`src/verilog/pact_pkg.sv`:
```
// Purpose: Constants and carriers for the protocol-aware countdown timer
// Assumes: Byte-wide registers on word-aligned Avalon-MM addresses
// Notes: Contract
// Contract
// - Auto-start set: timer starts at end of every transmission.
// - Auto-start set: timer starts when field appears and initial-field option set.
// - Auto-start with single receive: stop right after first received data bit.
// - Auto-start with multi receive: no stop on reception, only stop command.
// - Auto-start clear: protocol events neither start nor stop the timer.
// - Gate field: 00 none, 01 secure-link pin, 10 aux pin, 11 reserved.
// - Gated mode: running flag shows register enable, does not affect gating.
// - Reload-on-zero set: at zero reload value and keep counting.
// - Reload-on-zero clear: stop at zero and set expiry interrupt flag.
// - Prescaler is lower nibble of mode register with separate lower byte.
// - Tick rate is the base clock divided by the prescaler value.
// - Every start loads the counter with the 16-bit reload value.
// - Reload byte writes affect only the next start or reload at zero.
// - Lower prescaler byte lives in its own read-write register.
package pact_pkg;
    // Register indices as printed; byte address is index times four
    localparam logic [15:0] IDX_TMODE = 16'h631a;
    localparam logic [15:0] IDX_TPRESC = 16'h631b;
    localparam logic [15:0] IDX_RELOAD_HI = 16'h631c;
    localparam logic [15:0] IDX_RELOAD_LO = 16'h631d;
    localparam logic [15:0] IDX_COUNT_HI = 16'h631e;
    localparam logic [15:0] IDX_COUNT_LO = 16'h631f;
    localparam logic [15:0] IDX_CONTROL = 16'h6330;
    localparam logic [15:0] IDX_STATUS = 16'h6331;
    localparam logic [15:0] IDX_IRQ_CLEAR = 16'h6332;
    localparam logic [15:0] IDX_IRQ_ENABLE = 16'h6333;
    localparam logic [15:0] IDX_OPTIONS = 16'h6334;

    localparam int ADDR_W = 18;

    // Mode register fields
    localparam int TM_AUTO = 7;
    localparam int TM_GATE_HI = 6;
    localparam int TM_GATE_LO = 5;
    localparam int TM_RESTART = 4;
    localparam logic [7:0] TMODE_RST = 8'h00;
    localparam logic [7:0] BYTE_RST = 8'h00;

    // Control command bits (write-one pulses)
    localparam int CTL_START = 0;
    localparam int CTL_STOP = 1;
    // Options register bits
    localparam int OPT_INIT_FIELD = 0;
    localparam int OPT_MULTI_RX = 1;
    // Status and interrupt bits
    localparam int ST_RUNNING = 0;
    localparam int IRQ_EXPIRED = 0;
    localparam int IRQ_STARTED = 1;
    localparam int IRQ_STOPPED = 2;
    localparam int IRQ_W = 3;

    // Timing
    localparam int SYS_CLK_HZ = 25_000_000;
    localparam int BASE_CLK_HZ = 6_780_000;
    localparam int PHASE_W = 26;

    typedef enum logic [1:0]
    {
        GATE_NONE = 2'b00,
        GATE_SECURE_LINK_INPUT_PIN = 2'b01,
        GATE_AUX = 2'b10,
        GATE_RSVD = 2'b11
    } pact_gate_e;

    typedef struct packed
    {
        logic tx_end;
        logic field_on;
        logic rx_first_bit;
    } pact_events_s;
endpackage

```
`src/verilog/pact_tick_gen.sv`:
```
// Purpose: Base-clock enable and prescaled timer tick
// Assumes: System clock faster than the base clock
// Notes: Base clock is a fractional accumulator enable
`timescale 1ns/1ps
module pact_tick_gen #(
    parameter int SYS_HZ = pact_pkg::SYS_CLK_HZ,
    parameter int BASE_HZ = pact_pkg::BASE_CLK_HZ
)
(
    // Clock and reset
    input wire logic clk_sys,
    input wire logic rst_n,
    // Control
    input wire logic run,
    input wire logic restart,
    input wire logic [11:0] prescale,
    // Tick
    output logic tick
);
    // Accumulator must also hold the system rate
    if (BASE_HZ <= 0 || BASE_HZ >= SYS_HZ || SYS_HZ >= 2 ** pact_pkg::PHASE_W)
    begin
        $error("Base clock must be slower than system clock");
    end

    logic [pact_pkg::PHASE_W-1:0] phase_r;
    logic [pact_pkg::PHASE_W:0] phase_sum;
    logic base_en;
    logic [11:0] div_r;
    logic [11:0] limit;

    assign phase_sum = {1'b0, phase_r} + pact_pkg::PHASE_W'(BASE_HZ);
    assign base_en = phase_sum >= (pact_pkg::PHASE_W + 1)'(SYS_HZ);
    // Prescaler zero treated as one
    assign limit = (prescale == 12'h000) ? 12'h001 : prescale;

    always_ff @(posedge clk_sys)
    begin
        if (!rst_n)
            phase_r <= '0;
        else if (base_en)
            phase_r <= pact_pkg::PHASE_W'(phase_sum - (pact_pkg::PHASE_W + 1)'(SYS_HZ));
        else
            phase_r <= pact_pkg::PHASE_W'(phase_sum);
    end

    always_ff @(posedge clk_sys)
    begin
        if (!rst_n || restart || !run)
            div_r <= 12'h000;
        else if (base_en)
            div_r <= (div_r + 12'h001 >= limit) ? 12'h000 : div_r + 12'h001;
    end

    assign tick = run && base_en && (div_r + 12'h001 >= limit);
endmodule

```
`src/verilog/pact_timer.sv`:
```
// Purpose: Protocol-aware countdown timer with Avalon-MM registers
// Assumes: Protocol event inputs are one-cycle pulses synchronous to clk_sys
// Notes: Registers are byte wide in the low bits of each word
`timescale 1ns/1ps
module pact_timer
(
    // Clock and reset
    input wire logic clk_sys,
    input wire logic rst_n,
    // Avalon-MM slave
    input wire logic [pact_pkg::ADDR_W-1:0] avs_address,
    input wire logic avs_read,
    input wire logic avs_write,
    input wire logic [31:0] avs_writedata,
    input wire logic [3:0] avs_byteenable,
    output logic [31:0] avs_readdata,
    output logic avs_waitrequest,
    output logic [1:0] avs_response,
    // Protocol events
    input wire pact_pkg::pact_events_s proto_ev,
    // Gate pins
    input wire logic secure_link_input_pin,
    input wire logic auxiliary_pin_one,
    // Status
    output logic count_active_flag,
    output logic count_expired_irq,
    output logic irq
);
    localparam int IRQ_W_L = pact_pkg::IRQ_W;

    logic [7:0] tmode_r;
    logic [7:0] presc_lo_r;
    logic [7:0] reload_hi_r;
    logic [7:0] reload_lo_r;
    logic [1:0] options_r;
    logic [IRQ_W_L-1:0] irq_stat_r;
    logic [IRQ_W_L-1:0] irq_en_r;
    logic [15:0] count_r;
    logic running_r;
    logic ack_r;
    logic [31:0] rdata_r;
    logic [1:0] resp_r;

    logic [15:0] idx;
    logic wr_ok;
    logic byte0;
    logic protocol_auto;
    logic [1:0] gate_source_select;
    logic reload_on_zero;
    logic [11:0] prescale;
    logic [15:0] countdown_reload_value;
    logic sw_start;
    logic stop_count_command;
    logic auto_start;
    logic auto_stop;
    logic start_ev;
    logic stop_ev;
    logic gate_open;
    logic tick;
    logic at_zero;
    logic expire_ev;
    logic mapped;
    logic new_req;
    logic [7:0] rd_mux;
    logic [IRQ_W_L-1:0] irq_set;
    logic wr_mode;
    logic wr_presc;
    logic wr_rhi;
    logic wr_rlo;
    logic wr_ctl;
    logic wr_clear;
    logic wr_en;
    logic wr_opt;

    assign idx = 16'(avs_address >> 2);
    assign byte0 = avs_byteenable[0];
    assign new_req = (avs_read || avs_write) && !ack_r;
    // Writes act in the first cycle of a request only
    assign wr_ok = avs_write && !ack_r && byte0;

    // Write selects
    assign wr_mode = wr_ok && idx == pact_pkg::IDX_TMODE;
    assign wr_presc = wr_ok && idx == pact_pkg::IDX_TPRESC;
    assign wr_rhi = wr_ok && idx == pact_pkg::IDX_RELOAD_HI;
    assign wr_rlo = wr_ok && idx == pact_pkg::IDX_RELOAD_LO;
    assign wr_ctl = wr_ok && idx == pact_pkg::IDX_CONTROL;
    assign wr_clear = wr_ok && idx == pact_pkg::IDX_IRQ_CLEAR;
    assign wr_en = wr_ok && idx == pact_pkg::IDX_IRQ_ENABLE;
    assign wr_opt = wr_ok && idx == pact_pkg::IDX_OPTIONS;

    assign protocol_auto = tmode_r[pact_pkg::TM_AUTO];
    assign gate_source_select = tmode_r[pact_pkg::TM_GATE_HI:pact_pkg::TM_GATE_LO];
    assign reload_on_zero = tmode_r[pact_pkg::TM_RESTART];
    assign prescale = {tmode_r[3:0], presc_lo_r};
    assign countdown_reload_value = {reload_hi_r, reload_lo_r};

    assign sw_start = wr_ctl && avs_writedata[pact_pkg::CTL_START];
    assign stop_count_command = wr_ctl && avs_writedata[pact_pkg::CTL_STOP];

    // Protocol events only matter with auto-start
    assign auto_start = protocol_auto && (proto_ev.tx_end
        || (options_r[pact_pkg::OPT_INIT_FIELD] && proto_ev.field_on));
    assign auto_stop = protocol_auto && running_r && proto_ev.rx_first_bit
        && !options_r[pact_pkg::OPT_MULTI_RX];

    // Stop command outranks any start in the same cycle
    assign stop_ev = stop_count_command || auto_stop;
    assign start_ev = (sw_start || auto_start) && !stop_count_command;

    always_comb
    begin
        case (pact_pkg::pact_gate_e'(gate_source_select))
            pact_pkg::GATE_NONE: gate_open = 1'b1;
            pact_pkg::GATE_SECURE_LINK_INPUT_PIN: gate_open = secure_link_input_pin;
            pact_pkg::GATE_AUX: gate_open = auxiliary_pin_one;
            pact_pkg::GATE_RSVD: gate_open = 1'b0;
            default: gate_open = 1'b0;
        endcase
    end

    // Prescaler phase restarts at every start
    pact_tick_gen u_tick
    (
        .clk_sys(clk_sys),
        .rst_n(rst_n),
        .run(running_r && gate_open && !start_ev),
        .restart(start_ev),
        .prescale(prescale),
        .tick(tick)
    );

    // Expiry on the tick that leaves one, or on a tick at zero
    assign at_zero = count_r == 16'h0000;
    assign expire_ev = running_r && tick && (at_zero || count_r == 16'h0001)
        && !stop_ev && !start_ev;

    // Counter
    // A start outranks a tick in the same cycle
    always_ff @(posedge clk_sys)
    begin
        if (!rst_n)
            count_r <= 16'h0000;
        else if (start_ev)
            count_r <= countdown_reload_value;
        else if (running_r && tick && !stop_ev)
        begin
            if (at_zero && reload_on_zero)
                count_r <= countdown_reload_value;
            else if (!at_zero)
                count_r <= count_r - 16'h0001;
        end
    end

    // Running state; reports enable regardless of gate
    always_ff @(posedge clk_sys)
    begin
        if (!rst_n)
            running_r <= 1'b0;
        else if (stop_ev)
            running_r <= 1'b0;
        else if (start_ev)
            running_r <= 1'b1;
        else if (expire_ev && !reload_on_zero)
            running_r <= 1'b0;
    end

    assign count_active_flag = running_r;

    // Events that set status bits
    always_comb
    begin
        irq_set = '0;
        irq_set[pact_pkg::IRQ_EXPIRED] = expire_ev;
        irq_set[pact_pkg::IRQ_STARTED] = start_ev;
        irq_set[pact_pkg::IRQ_STOPPED] = stop_ev && running_r;
    end

    // Sticky interrupt status; set wins over clear
    always_ff @(posedge clk_sys)
    begin
        if (!rst_n)
            irq_stat_r <= '0;
        else
        begin
            for (int i = 0; i < IRQ_W_L; i++)
            begin
                if (irq_set[i])
                    irq_stat_r[i] <= 1'b1;
                else if (wr_clear && avs_writedata[i])
                    irq_stat_r[i] <= 1'b0;
            end
        end
    end

    assign count_expired_irq = irq_stat_r[pact_pkg::IRQ_EXPIRED];
    // Level output while an enabled bit is set
    assign irq = |(irq_stat_r & irq_en_r);

    // Writable registers, one block each
    always_ff @(posedge clk_sys)
    begin
        if (!rst_n)
            tmode_r <= pact_pkg::TMODE_RST;
        else if (wr_mode)
            tmode_r <= avs_writedata[7:0];
    end

    always_ff @(posedge clk_sys)
    begin
        if (!rst_n)
            presc_lo_r <= pact_pkg::BYTE_RST;
        else if (wr_presc)
            presc_lo_r <= avs_writedata[7:0];
    end

    // Reload bytes reach the counter only at a start or a reload-on-zero at zero
    always_ff @(posedge clk_sys)
    begin
        if (!rst_n)
            reload_hi_r <= pact_pkg::BYTE_RST;
        else if (wr_rhi)
            reload_hi_r <= avs_writedata[7:0];
    end

    always_ff @(posedge clk_sys)
    begin
        if (!rst_n)
            reload_lo_r <= pact_pkg::BYTE_RST;
        else if (wr_rlo)
            reload_lo_r <= avs_writedata[7:0];
    end

    always_ff @(posedge clk_sys)
    begin
        if (!rst_n)
            options_r <= 2'b00;
        else if (wr_opt)
            options_r <= avs_writedata[1:0];
    end

    always_ff @(posedge clk_sys)
    begin
        if (!rst_n)
            irq_en_r <= '0;
        else if (wr_en)
            irq_en_r <= avs_writedata[IRQ_W_L-1:0];
    end

    always_comb
    begin
        case (idx)
            pact_pkg::IDX_TMODE, pact_pkg::IDX_TPRESC, pact_pkg::IDX_RELOAD_HI,
            pact_pkg::IDX_RELOAD_LO, pact_pkg::IDX_COUNT_HI, pact_pkg::IDX_COUNT_LO,
            pact_pkg::IDX_CONTROL, pact_pkg::IDX_STATUS, pact_pkg::IDX_IRQ_CLEAR,
            pact_pkg::IDX_IRQ_ENABLE, pact_pkg::IDX_OPTIONS: mapped = 1'b1;
            default: mapped = 1'b0;
        endcase
    end

    // One wait cycle on every request
    always_ff @(posedge clk_sys)
    begin
        if (!rst_n)
            ack_r <= 1'b0;
        else
            ack_r <= new_req;
    end

    // Response stands until the next request is answered
    always_ff @(posedge clk_sys)
    begin
        if (!rst_n)
            resp_r <= 2'b00;
        else if (new_req)
            resp_r <= mapped ? 2'b00 : 2'b11;
    end

    // Count bytes are read live, not latched as a pair
    always_comb
    begin
        case (idx)
            pact_pkg::IDX_TMODE: rd_mux = tmode_r;
            pact_pkg::IDX_TPRESC: rd_mux = presc_lo_r;
            pact_pkg::IDX_RELOAD_HI: rd_mux = reload_hi_r;
            pact_pkg::IDX_RELOAD_LO: rd_mux = reload_lo_r;
            pact_pkg::IDX_COUNT_HI: rd_mux = count_r[15:8];
            pact_pkg::IDX_COUNT_LO: rd_mux = count_r[7:0];
            pact_pkg::IDX_STATUS: rd_mux = 8'(irq_stat_r);
            pact_pkg::IDX_IRQ_ENABLE: rd_mux = 8'(irq_en_r);
            pact_pkg::IDX_OPTIONS: rd_mux = {6'h00, options_r};
            pact_pkg::IDX_CONTROL: rd_mux = {7'h00, running_r};
            default: rd_mux = 8'h00;
        endcase
    end

    // Read data registered in the wait cycle
    always_ff @(posedge clk_sys)
    begin
        if (!rst_n)
            rdata_r <= 32'h0000_0000;
        else if (avs_read && !ack_r)
            rdata_r <= {24'h00_0000, rd_mux};
    end

    assign avs_waitrequest = (avs_read || avs_write) && !ack_r;
    assign avs_readdata = rdata_r;
    assign avs_response = resp_r;
endmodule

```
`config.mk`:
```
export PLATFORM = sky130hd
export DESIGN_NAME = pact_timer
export DESIGN_NICKNAME = d
export VERILOG_FILES = /design/src/verilog/pact_pkg.sv /design/src/verilog/pact_tick_gen.sv /design/src/verilog/pact_timer.sv
export SDC_FILE = /design/constraint.sdc
export NUM_CORES = 1
export LEC_CHECK = 0
export BUFFER_PORTS_ARGS = -buffer_cell sky130_fd_sc_hd__clkbuf_2
export CAP_MARGIN = 5
export CORE_AREA = 2 2 132 134
export DETAILED_ROUTE_END_ITERATION = 10
export DIE_AREA = 0 0 134 136
export SKIP_LAST_GASP = 1
export SLEW_MARGIN = 40
export SYNTH_ARGS = -nofsm -noshare
export SYNTH_HDL_FRONTEND = slang
export SYNTH_SLANG_ARGS = --single-unit
```
`constraint.sdc`:
```
create_clock -name clk_sys -period 6.9 [get_ports clk_sys]
set_clock_uncertainty 0.05 [all_clocks]
set_input_delay 1.035 -clock clk_sys [delete_from_list [all_inputs] [get_ports clk_sys]]
set_output_delay 1.035 -clock clk_sys [all_outputs]
set_load 0.02 [all_outputs]
```
# Word level (Yosys, flattened, before mapping)
# Index checks and enable logic that the tools add are counted.
# op_classes
n_reduce_logical	62
add_sub_neg	4
n_mux	19
n_div	0
n_shift	0
bitwise	2
n_lt_le_gt_ge	2
multipliers	0
eq_ne	16
# op_table
cell	n
$eq A16 B15 Y1 const B	11
$pmux W8 S10	1
$mux W16	4
$logic_and A1 B1 Y1	35
$add A26 B23 Y27 const B	1
$ge A27 B25 Y1 const B	1
$mux W26	1
$sub A26 B25 Y26 const B	1
$mux W12	2
$eq A16 B1 Y1 const B	1
$logic_not A16 Y1	1
$sub A16 B1 Y16 const B	1
$add A12 B1 Y12 const B	1
$ge A12 B12 Y1	1
$logic_not A12 Y1	1
$reduce_or A11 Y1	1
$reduce_bool A2 Y1	5
$mux W1	9
$logic_not A1 Y1	8
$logic_or A1 B1 Y1	7
$eq A2 B2 Y1 const B	2
$pmux W1 S4	1
$and A3 B3 Y3	1
$ne A3 B2 Y1 const B	1
other kinds (7)	7
# totals
elab_cells	121
rom_bits	0
latchBits	0
mem_count	0
ramBits	0
register_bits	106
out_inout_bits	38

# Longest topological paths before layout
# Gate-level depths: netlist of run 1.
# depth
word_depth	18
depth_mapped	16
mapped_depth_nobuf	14

# Cells and area by module
# From an unflattened synthesis of run 1, not the netlist that was laid out.
# unflattened
hier_cells	875
area_unflattened_um2	7015.5
# modules_own_cells
module	area_per_inst_um2	n_inst	cells_each
pact_timer	4008.8	1	482
pact_tick_gen	3006.6	1	393

# Worst setup path before layout of run 1
# Ideal clock, no wire load.
# synth_path
path_kind	reg-to-reg
startpoint	register u_tick.div_r[0]
endpoint	register running_r (netlist: count_active_flag)
path_stages_with_launch	16
required_time_ns	6.735
setup_ns	0.115
n_path_buf	1
setup_slack_ns	3.666
arrival_ns	3.070
period_less_slack_ns	3.234
path_cell_list	dfxtp_1 -> ha_1 -> and3_1 -> clkbuf_1 -> nand3_1 -> xnor2_1 -> ha_1 -> a21o_1 -> nand2_1 -> a31oi_1 -> nor2_1 -> o31a_1 -> o21ai_0 -> o211ai_4 -> or3b_1 -> o21a_1
# synth_via
elab_chain_len	9
# synth_rtl
item	line	text
start: declaration	pact_tick_gen.sv:29	logic [11:0] div_r;
start signal: assignment	pact_tick_gen.sv:52	div_r <= (div_r + 12'h001 >= limit) ? 12'h000 : div_r + 12'h001;
$add A12 B1 Y12	pact_tick_gen.sv:55	assign tick = run && base_en && (div_r + 12'h001 >= limit);
$ge A12 B12 Y1	pact_tick_gen.sv:55	
$logic_and A1 B1 Y1	pact_tick_gen.sv:55	
$logic_and A1 B1 Y1 (2 in a row)	pact_timer.sv:134	assign expire_ev = running_r && tick && (at_zero || count_r == 16'h0001)
$logic_and A1 B1 Y1 (2 in a row)	pact_timer.sv:135	&& !stop_ev && !start_ev;
$logic_and A1 B1 Y1	pact_timer.sv:163	else if (expire_ev && !reload_on_zero)
$reduce_bool A2 Y1 (no line)	-	
end signal: assignment	pact_timer.sv:160	running_r <= 1'b0;
end signal: assignment	pact_timer.sv:162	running_r <= 1'b1;
end signal: assignment	pact_timer.sv:164	running_r <= 1'b0;
end: declaration	pact_timer.sv:39	logic running_r;
# No other way between the ends.
# A chain may end at the register's enable or synchronous reset.

# Final worst setup path of run 1
# layout_path
startpoint	register u_tick.phase_r[5] (netlist name)
endpoint	register running_r (netlist: count_active_flag)
# layout_via
elab_chain_len	10
# layout_rtl
item	line	text
start: declaration	pact_tick_gen.sv:26	logic [pact_pkg::PHASE_W-1:0] phase_r;
start signal: assignment	pact_tick_gen.sv:42	phase_r <= pact_pkg::PHASE_W'(phase_sum - (pact_pkg::PHASE_W + 1)'(SYS_HZ));
start signal: assignment	pact_tick_gen.sv:44	phase_r <= pact_pkg::PHASE_W'(phase_sum);
$add A26 B23 Y27	pact_tick_gen.sv:32	assign phase_sum = {1'b0, phase_r} + pact_pkg::PHASE_W'(BASE_HZ);
via u_tick.phase_sum, one bit	pact_tick_gen.sv:27	logic [pact_pkg::PHASE_W:0] phase_sum;
$ge A27 B25 Y1	pact_tick_gen.sv:33	assign base_en = phase_sum >= (pact_pkg::PHASE_W + 1)'(SYS_HZ);
$logic_and A1 B1 Y1 (2 in a row)	pact_tick_gen.sv:55	
$logic_and A1 B1 Y1 (2 in a row)	pact_timer.sv:134	
$logic_and A1 B1 Y1 (2 in a row)	pact_timer.sv:135	
$logic_and A1 B1 Y1	pact_timer.sv:163	
$reduce_bool A2 Y1 (no line)	-	
# The timed path passes the listed nets, and every way through them passes these cells.

==> flow_summary.yaml, run 1 <==
outcome:
  outcome: "complete, no violations"
worst_setup_path:
  worstSetupEndpointType: "flop"
  timing.critical_path.required_ns: 7.09
  crit_start: "u_tick.phase_r[5]"
  timing.critical_path.fanout_max: 18
  startpoint_type: "flop"
  critPathArrivalTime_ns: 4.21
  setup.worst_path.class: "flop to flop"
  rr_startpoint: "u_tick.phase_r[5]"
die:
  fp-row-count: 48
  floorplan.io_pins: 101
  fp.coreArea_sq_um: 16900
  die_width_um: 134
  start_util_pct: 39.2
  die_area_sq_um: 18200
  die-height_um: 136
yosys:
  synth_top_flop_cell: "dfxtp_1"
  yosys.cell_types.count: 91
  syn_area_per_cell_sq_um: 7.89
  yosysWarnings: 0
  edff_count_synth: 0
  synth.ff_latch_count: 100
  post_synth_inst_count: 839
  mappedNetlistArea_sq_um: 6620
  async_flop_share_pct: 0
  synth_sequential_area_ratio_pct: 30.3
route:
  detail_route.vias_per_cell: 5.57
  drtIter0Drc: 512
  vias: 6004
  routed_wl_um: 17800
  drt-wirelength-per-cell_um: 16.5
  dr.pass1.iters: 5
  ant_nets: 0
  post-route-drc-count: 0
hold_path:
  worst_hold_path_type: "flop to flop"
  origin_of_the_worst_min_delay_path: "u_tick.div_r[9]"
sta:
  timing_worst_slew_pin_value_ns: 0.841
  drv_slew: 0
  rsz0062_at_grt: "no"
  timing.final.hold_violations: 0
  period_needed_ns: 4.02
  period_share_pct: 58.2
  maxSlewHeadroom_pct: 43.5
  achievable_freq_ghz: 0.249
  setup-violations-final: 0
  setup_tns_ns: 0
  postLayoutSetupSlackWorst_ns: 2.88
finish:
  layout-area-overhead-vs-synth_pct: 8.19
  finish.net_count: 929
  postLayoutCoreUtil_pct: 42.4
  mostFrequentLayoutCells: "100 x dfxtp_1, 99 x nand2_1, 80 x a21oi_1"
  mostFrequentLayoutCell: "dfxtp_1"
  antenna_cells: 0
  drive_gt1_share_pct: 13.3
power_and_ir_drop:
  leakage_nw: 2.80
  worst_ir_drop_vdd_uv: 122
  cellPowerDensity_nw_per_um2: 273
  p_total_mw: 1.96
clock_tree:
  post-cts-setup-buffer-count: 0
  cts-resized-gates: 0
  worst_skew_pair.late_latency_ns: 0.35
  cts-htree-levels: 3
  cts_buffer_depth: 2
  clk_transition_reported_paths_ns: 0.06
  tritoncts: "built"
  cts_buffers: 9
  cts_hold_buffers: 0
  cts.sinks: 100
  cts.root.buffer_cell: "clkbuf_16"
placed_design:
  numPortBuffers: 47
  preCtsSetupSlack_ns: 2.92
  routabilityCongestion: 0.836
  post-dp-hpwl_um: 12700
run:
  cap_violations: 0
global_route:
  global_route.overflow_total: 0
  antenna_found_initial: 0
  grt_first_pass_wirelength_um: 29100
  grt_usage_pct: 19.9
  grt_max_degree: 74
  number_of_global_route_vias_before_repair: 5508
worst paths after layout:
kind              cells past startpoint                 to  slack [ns]
setup / recovery                     11  count_active_flag        2.88
hold / removal                        2    u_tick.div_r[9]        0.41
setup reg to reg                     11  count_active_flag        2.88
hold reg to reg                       2    u_tick.div_r[9]        0.41
metal layers:
metal	routed length (um)	global-route usage (%)	part of all wire, %	vias to the layer above
met3	719	3.58	4.0	18
met5	0	0	0	-
met2	8270	32.7	47	150
met4	274	4.79	1.5	0
li1	-	-	-	3003
met1	8490	27.1	48	2833
synthesized netlist by cell type (all sizes together), types with 6 or more instances:
cell	instances	area [sq um]
inv	26	97.6
dfxtp	100	2000
and2	11	68.8
a21oi	80	400
o21a	8	75.1
or3	7	48.8
clkbuf	39	146
nor2b	11	68.8
o211ai	6	68.8
mux2i	12	120
o311ai	10	87.6
or2	7	43.8
nand3b	10	75.1
nand2	101	382
nor2	69	262
nor4	9	56.3
buf	38	275
ha	18	225
xnor2	17	149
o21ai	40	204
nand3	36	180
and3	15	93.8
nor3	25	141
xor2	19	166
o31ai	9	87.6
nand4	8	50.1
a31oi	11	75.1
through the flow:
| stage | area, sq um | hold slack [ns] | cells |
|---|---|---|---|
| global placement | 6840 | 0.393 | 1062 |
| CTS | 7150 | 0.411 | 1077 |
| floorplan | 6700 | 0.382 | 862 |
| finish | 7160 | 0.408 | 1077 |
| global route | 7160 | 0.437 | 1077 |
| detailed placement | 6850 | 0.401 | 1062 |
power by group:
part           internal, mW  switching [mW]
Combinational         0.282           0.424
Sequential            0.626          0.0896
Clock                 0.317           0.218
worst max-delay path, stage by stage (launching register included):
cell	delay [ns]
dfxtp_1	0.49
inv_1	0.11
ha_1	0.30
and4b_1	0.48
nor3_1	0.11
a311oi_2	0.43
nor2_1	0.16
a211oi_4	0.30
a31o_1	0.49
o211ai_4	0.30
or3b_1	0.51
o21a_1	0.19
logic make-up after synthesis:
group           synth area share, %
compound gates                 24.0
flops                          30.3
mux                            4.37
simple gates                   25.3
fa+ha+maj                      3.40
buf+inv                        7.85
xor+xnor                       4.77
other cells                  0.0567
flip-flops by register name (all words and copies together) (netlist names):
| signal | cells |
|---|---|
| u_tick.phase_r | 21 |
| count_r | 16 |
| u_tick.div_r | 12 |
| avs_readdata | 8 |
| presc_lo_r | 8 |
| reload_hi_r | 8 |
| reload_lo_r | 8 |
| tmode_r | 8 |
| irq_en_r | 3 |
| irq_stat_r | 3 |
| options_r | 2 |
| ack_r | 1 |
| avs_response | 1 |
| count_active_flag | 1 |
cell type report:
class	count	area (sq um)
inverters	26	97.6
well taps	225	282
clock buffers	13	240
fillers	1719	9720
multi-input cells	659	4200
repair buffers	52	277
clock inverters	2	60.1
flip-flops and latches	100	2000
No activity file was read; power rests on OpenSTA's default activity.
==> run 2, diff against run 1 <==
clock period = 3.25 ns   (was 6.9 ns; I/O delays follow)
==> run 2 against run 1 <==
Effect of this change:
- maximum frequency increased by 29%
- routed wire length grew 7.3%
- first-iteration DRC count is 17% higher
- count of clock-buffer cells in the layout fell by 4
- cell count up 5.1%
- global-route usage up 0.58 points
- via count increased by 4.8%
- total power increased by 140%
- combinational power rose to 2.8 times the previous value
==> flow_summary.yaml, run 2 (synthesized netlist as in run 1, its figures left out) <==
outcome:
  outcome: "complete, no violations"
global_route:
  number_of_global_route_vias_before_repair: 5668
  grt_max_degree: 74
  grt_first_pass_wirelength_um: 29800
  global_route.overflow_total: 0
  grt_usage_pct: 20.5
  antenna_found_initial: 0
clock_tree:
  cts.root.buffer_cell: "clkbuf_16"
  clk_transition_reported_paths_ns: 0.07
  cts_buffer_depth: 2
  cts.sinks: 100
  cts_buffers: 9
  tritoncts: "built"
  cts-htree-levels: 3
  worst_skew_pair.late_latency_ns: 0.36
  cts_hold_buffers: 0
placed_design:
  preCtsSetupSlack_ns: -0.0281
  routabilityCongestion: 0.874
  numPortBuffers: 47
  detailed_place.area_sq_um: 7180
  post-dp-hpwl_um: 13200
route:
  met3_wirelength_um: 1010
  routed_wl_um: 19100
  top_layer: "met4"
  drt-wirelength-per-cell_um: 16.8
  detail_route.wirelength.met1_um: 8680
  routed-wl-met2_um: 8980
  dr.pass1.iters: 5
  drtIter0Drc: 598
  post-route-drc-count: 0
  detail_route.vias_per_cell: 5.56
  ant_nets: 0
  vias: 6295
finish:
  antenna_cells: 0
  regMostFlops: "u_tick.phase_r"
  finish.net_count: 983
  mostFrequentLayoutCells: "99 x nand2_1, 98 x dfxtp_1, 78 x a21oi_1"
  postLayoutCoreUtil_pct: 46.3
  layout-area-overhead-vs-synth_pct: 18.0
  mostFrequentLayoutCell: "nand2_1"
  largest_reg_flops: 21
  reg.largest.list: "u_tick.phase_r (21), count_r (16), u_tick.div_r (12)"
  drive_gt1_share_pct: 21.5
  finalInstanceArea_sq_um: 7810
  final.fill_count: 1680
worst_setup_path:
  timing.critical_path.required_ns: 3.43
  worstSetupEndpointType: "flop"
  timing.critical_path.fanout_max: 8
  critPathArrivalTime_ns: 3.30
  startpoint_type: "flop"
  setup.worst_path.class: "flop to flop"
sta:
  achievable_freq_ghz: 0.320
  maxSlewHeadroom_pct: 54.1
  setup-violations-final: 0
  period_needed_ns: 3.12
  postLayoutSetupSlackWorst_ns: 0.128
  drv_slew: 0
  period_share_pct: 96.1
  timing.final.hold_violations: 0
  timing_worst_slew_pin_value_ns: 0.687
die:
  start_util_pct: 39.2
  die_area_sq_um: 18200
  fp-row-count: 48
  die-height_um: 136
  floorplan.io_pins: 101
  fp.coreArea_sq_um: 16900
  die_width_um: 134
power_and_ir_drop:
  worst_ir_drop_vdd_uv: 354
  leakage_nw: 3.11
  p_total_mw: 4.70
  cellPowerDensity_nw_per_um2: 602
hold_path:
  worst_hold_path_type: "input pin to flop"
run:
  cap_violations: 0
[run 2: cell count changes in the layout (fill, tap and decap cells not counted), sizes merged]
cell and change:
o21a +1, inv +1, clkinvlp +2, buf +51, clkinv +1, bufinv +1, clkbuf -4, o211ai +2
[run 2: critical path: stages, from the launching register on]
cell      delay [ns]
dfxtp_1         0.43
nand4_1         0.26
o221ai_2        0.43
a21oi_1         0.19
o21a_1          0.23
or2_1           0.28
a31o_4          0.28
buf_4           0.14
o211ai_4        0.32
o21a_4          0.29
o32ai_2         0.11
[run 2: area by class of cell]
class / instances / area (sq um) / area share [%]
clock buffer: 9 / 225 / 2.88
sequential: 100 / 2010 / 25.7
multi-input combinational: 662 / 4390 / 56.2
timing repair buffer: 103 / 684 / 8.76
clock inverter: 7 / 123 / 1.57
inverter: 26 / 97.6 / 1.25
tap: 225 / 282 / 3.61
[run 2: per-stage QoR]
stage / setup TNS (ns) / cells / hold WS (ns)
after global routing: -0.00835 / 1132 / 0.404
after CTS: 0 / 1124 / 0.372
after floorplan: 0 / 862 / 0.382
after global placement: -0.00925 / 1105 / 0.393
final: 0 / 1132 / 0.373
after detailed placement: -0.0839 / 1105 / 0.400
[run 2: power breakdown]
group / internal (mW) / leakage [nW] / switching, mW
registers: 1.33 / 0.813 / 0.146
clock network: 0.757 / 0.162 / 0.506
logic: 0.874 / 2.13 / 1.09
total: 2.96 / 3.11 / 1.74
[run 2: worst paths after layout]
check | start | endpoint | slack (ns) | cells after the start
worst min-delay path | avs_write | ack_r | 0.37 | 3
worst max register to register | u_tick.phase_r[8] | count_r[14] | 0.13 | 10
worst max-delay path | u_tick.phase_r[8] | count_r[14] | 0.13 | 10
worst min register to register | u_tick.div_r[9] | u_tick.div_r[9] | 0.41 | 2
[run 2: routing by layer]
layer / global-route usage (%) / vias up
li1: - / 3111
met1: 27.2 / 2969
met2: 34.0 / 184
met3: 3.02 / 31
met4: 7.03 / 0
met5: 0 / -
[run 2: what timing repair did]
item | in CTS | in global routing
buffers inserted | 3 | 5
endpoints found under the setup margin | 12 | 48
cloned | 0 | 3
gates resized for setup | 3 | 38
pin swaps | 0 | 11
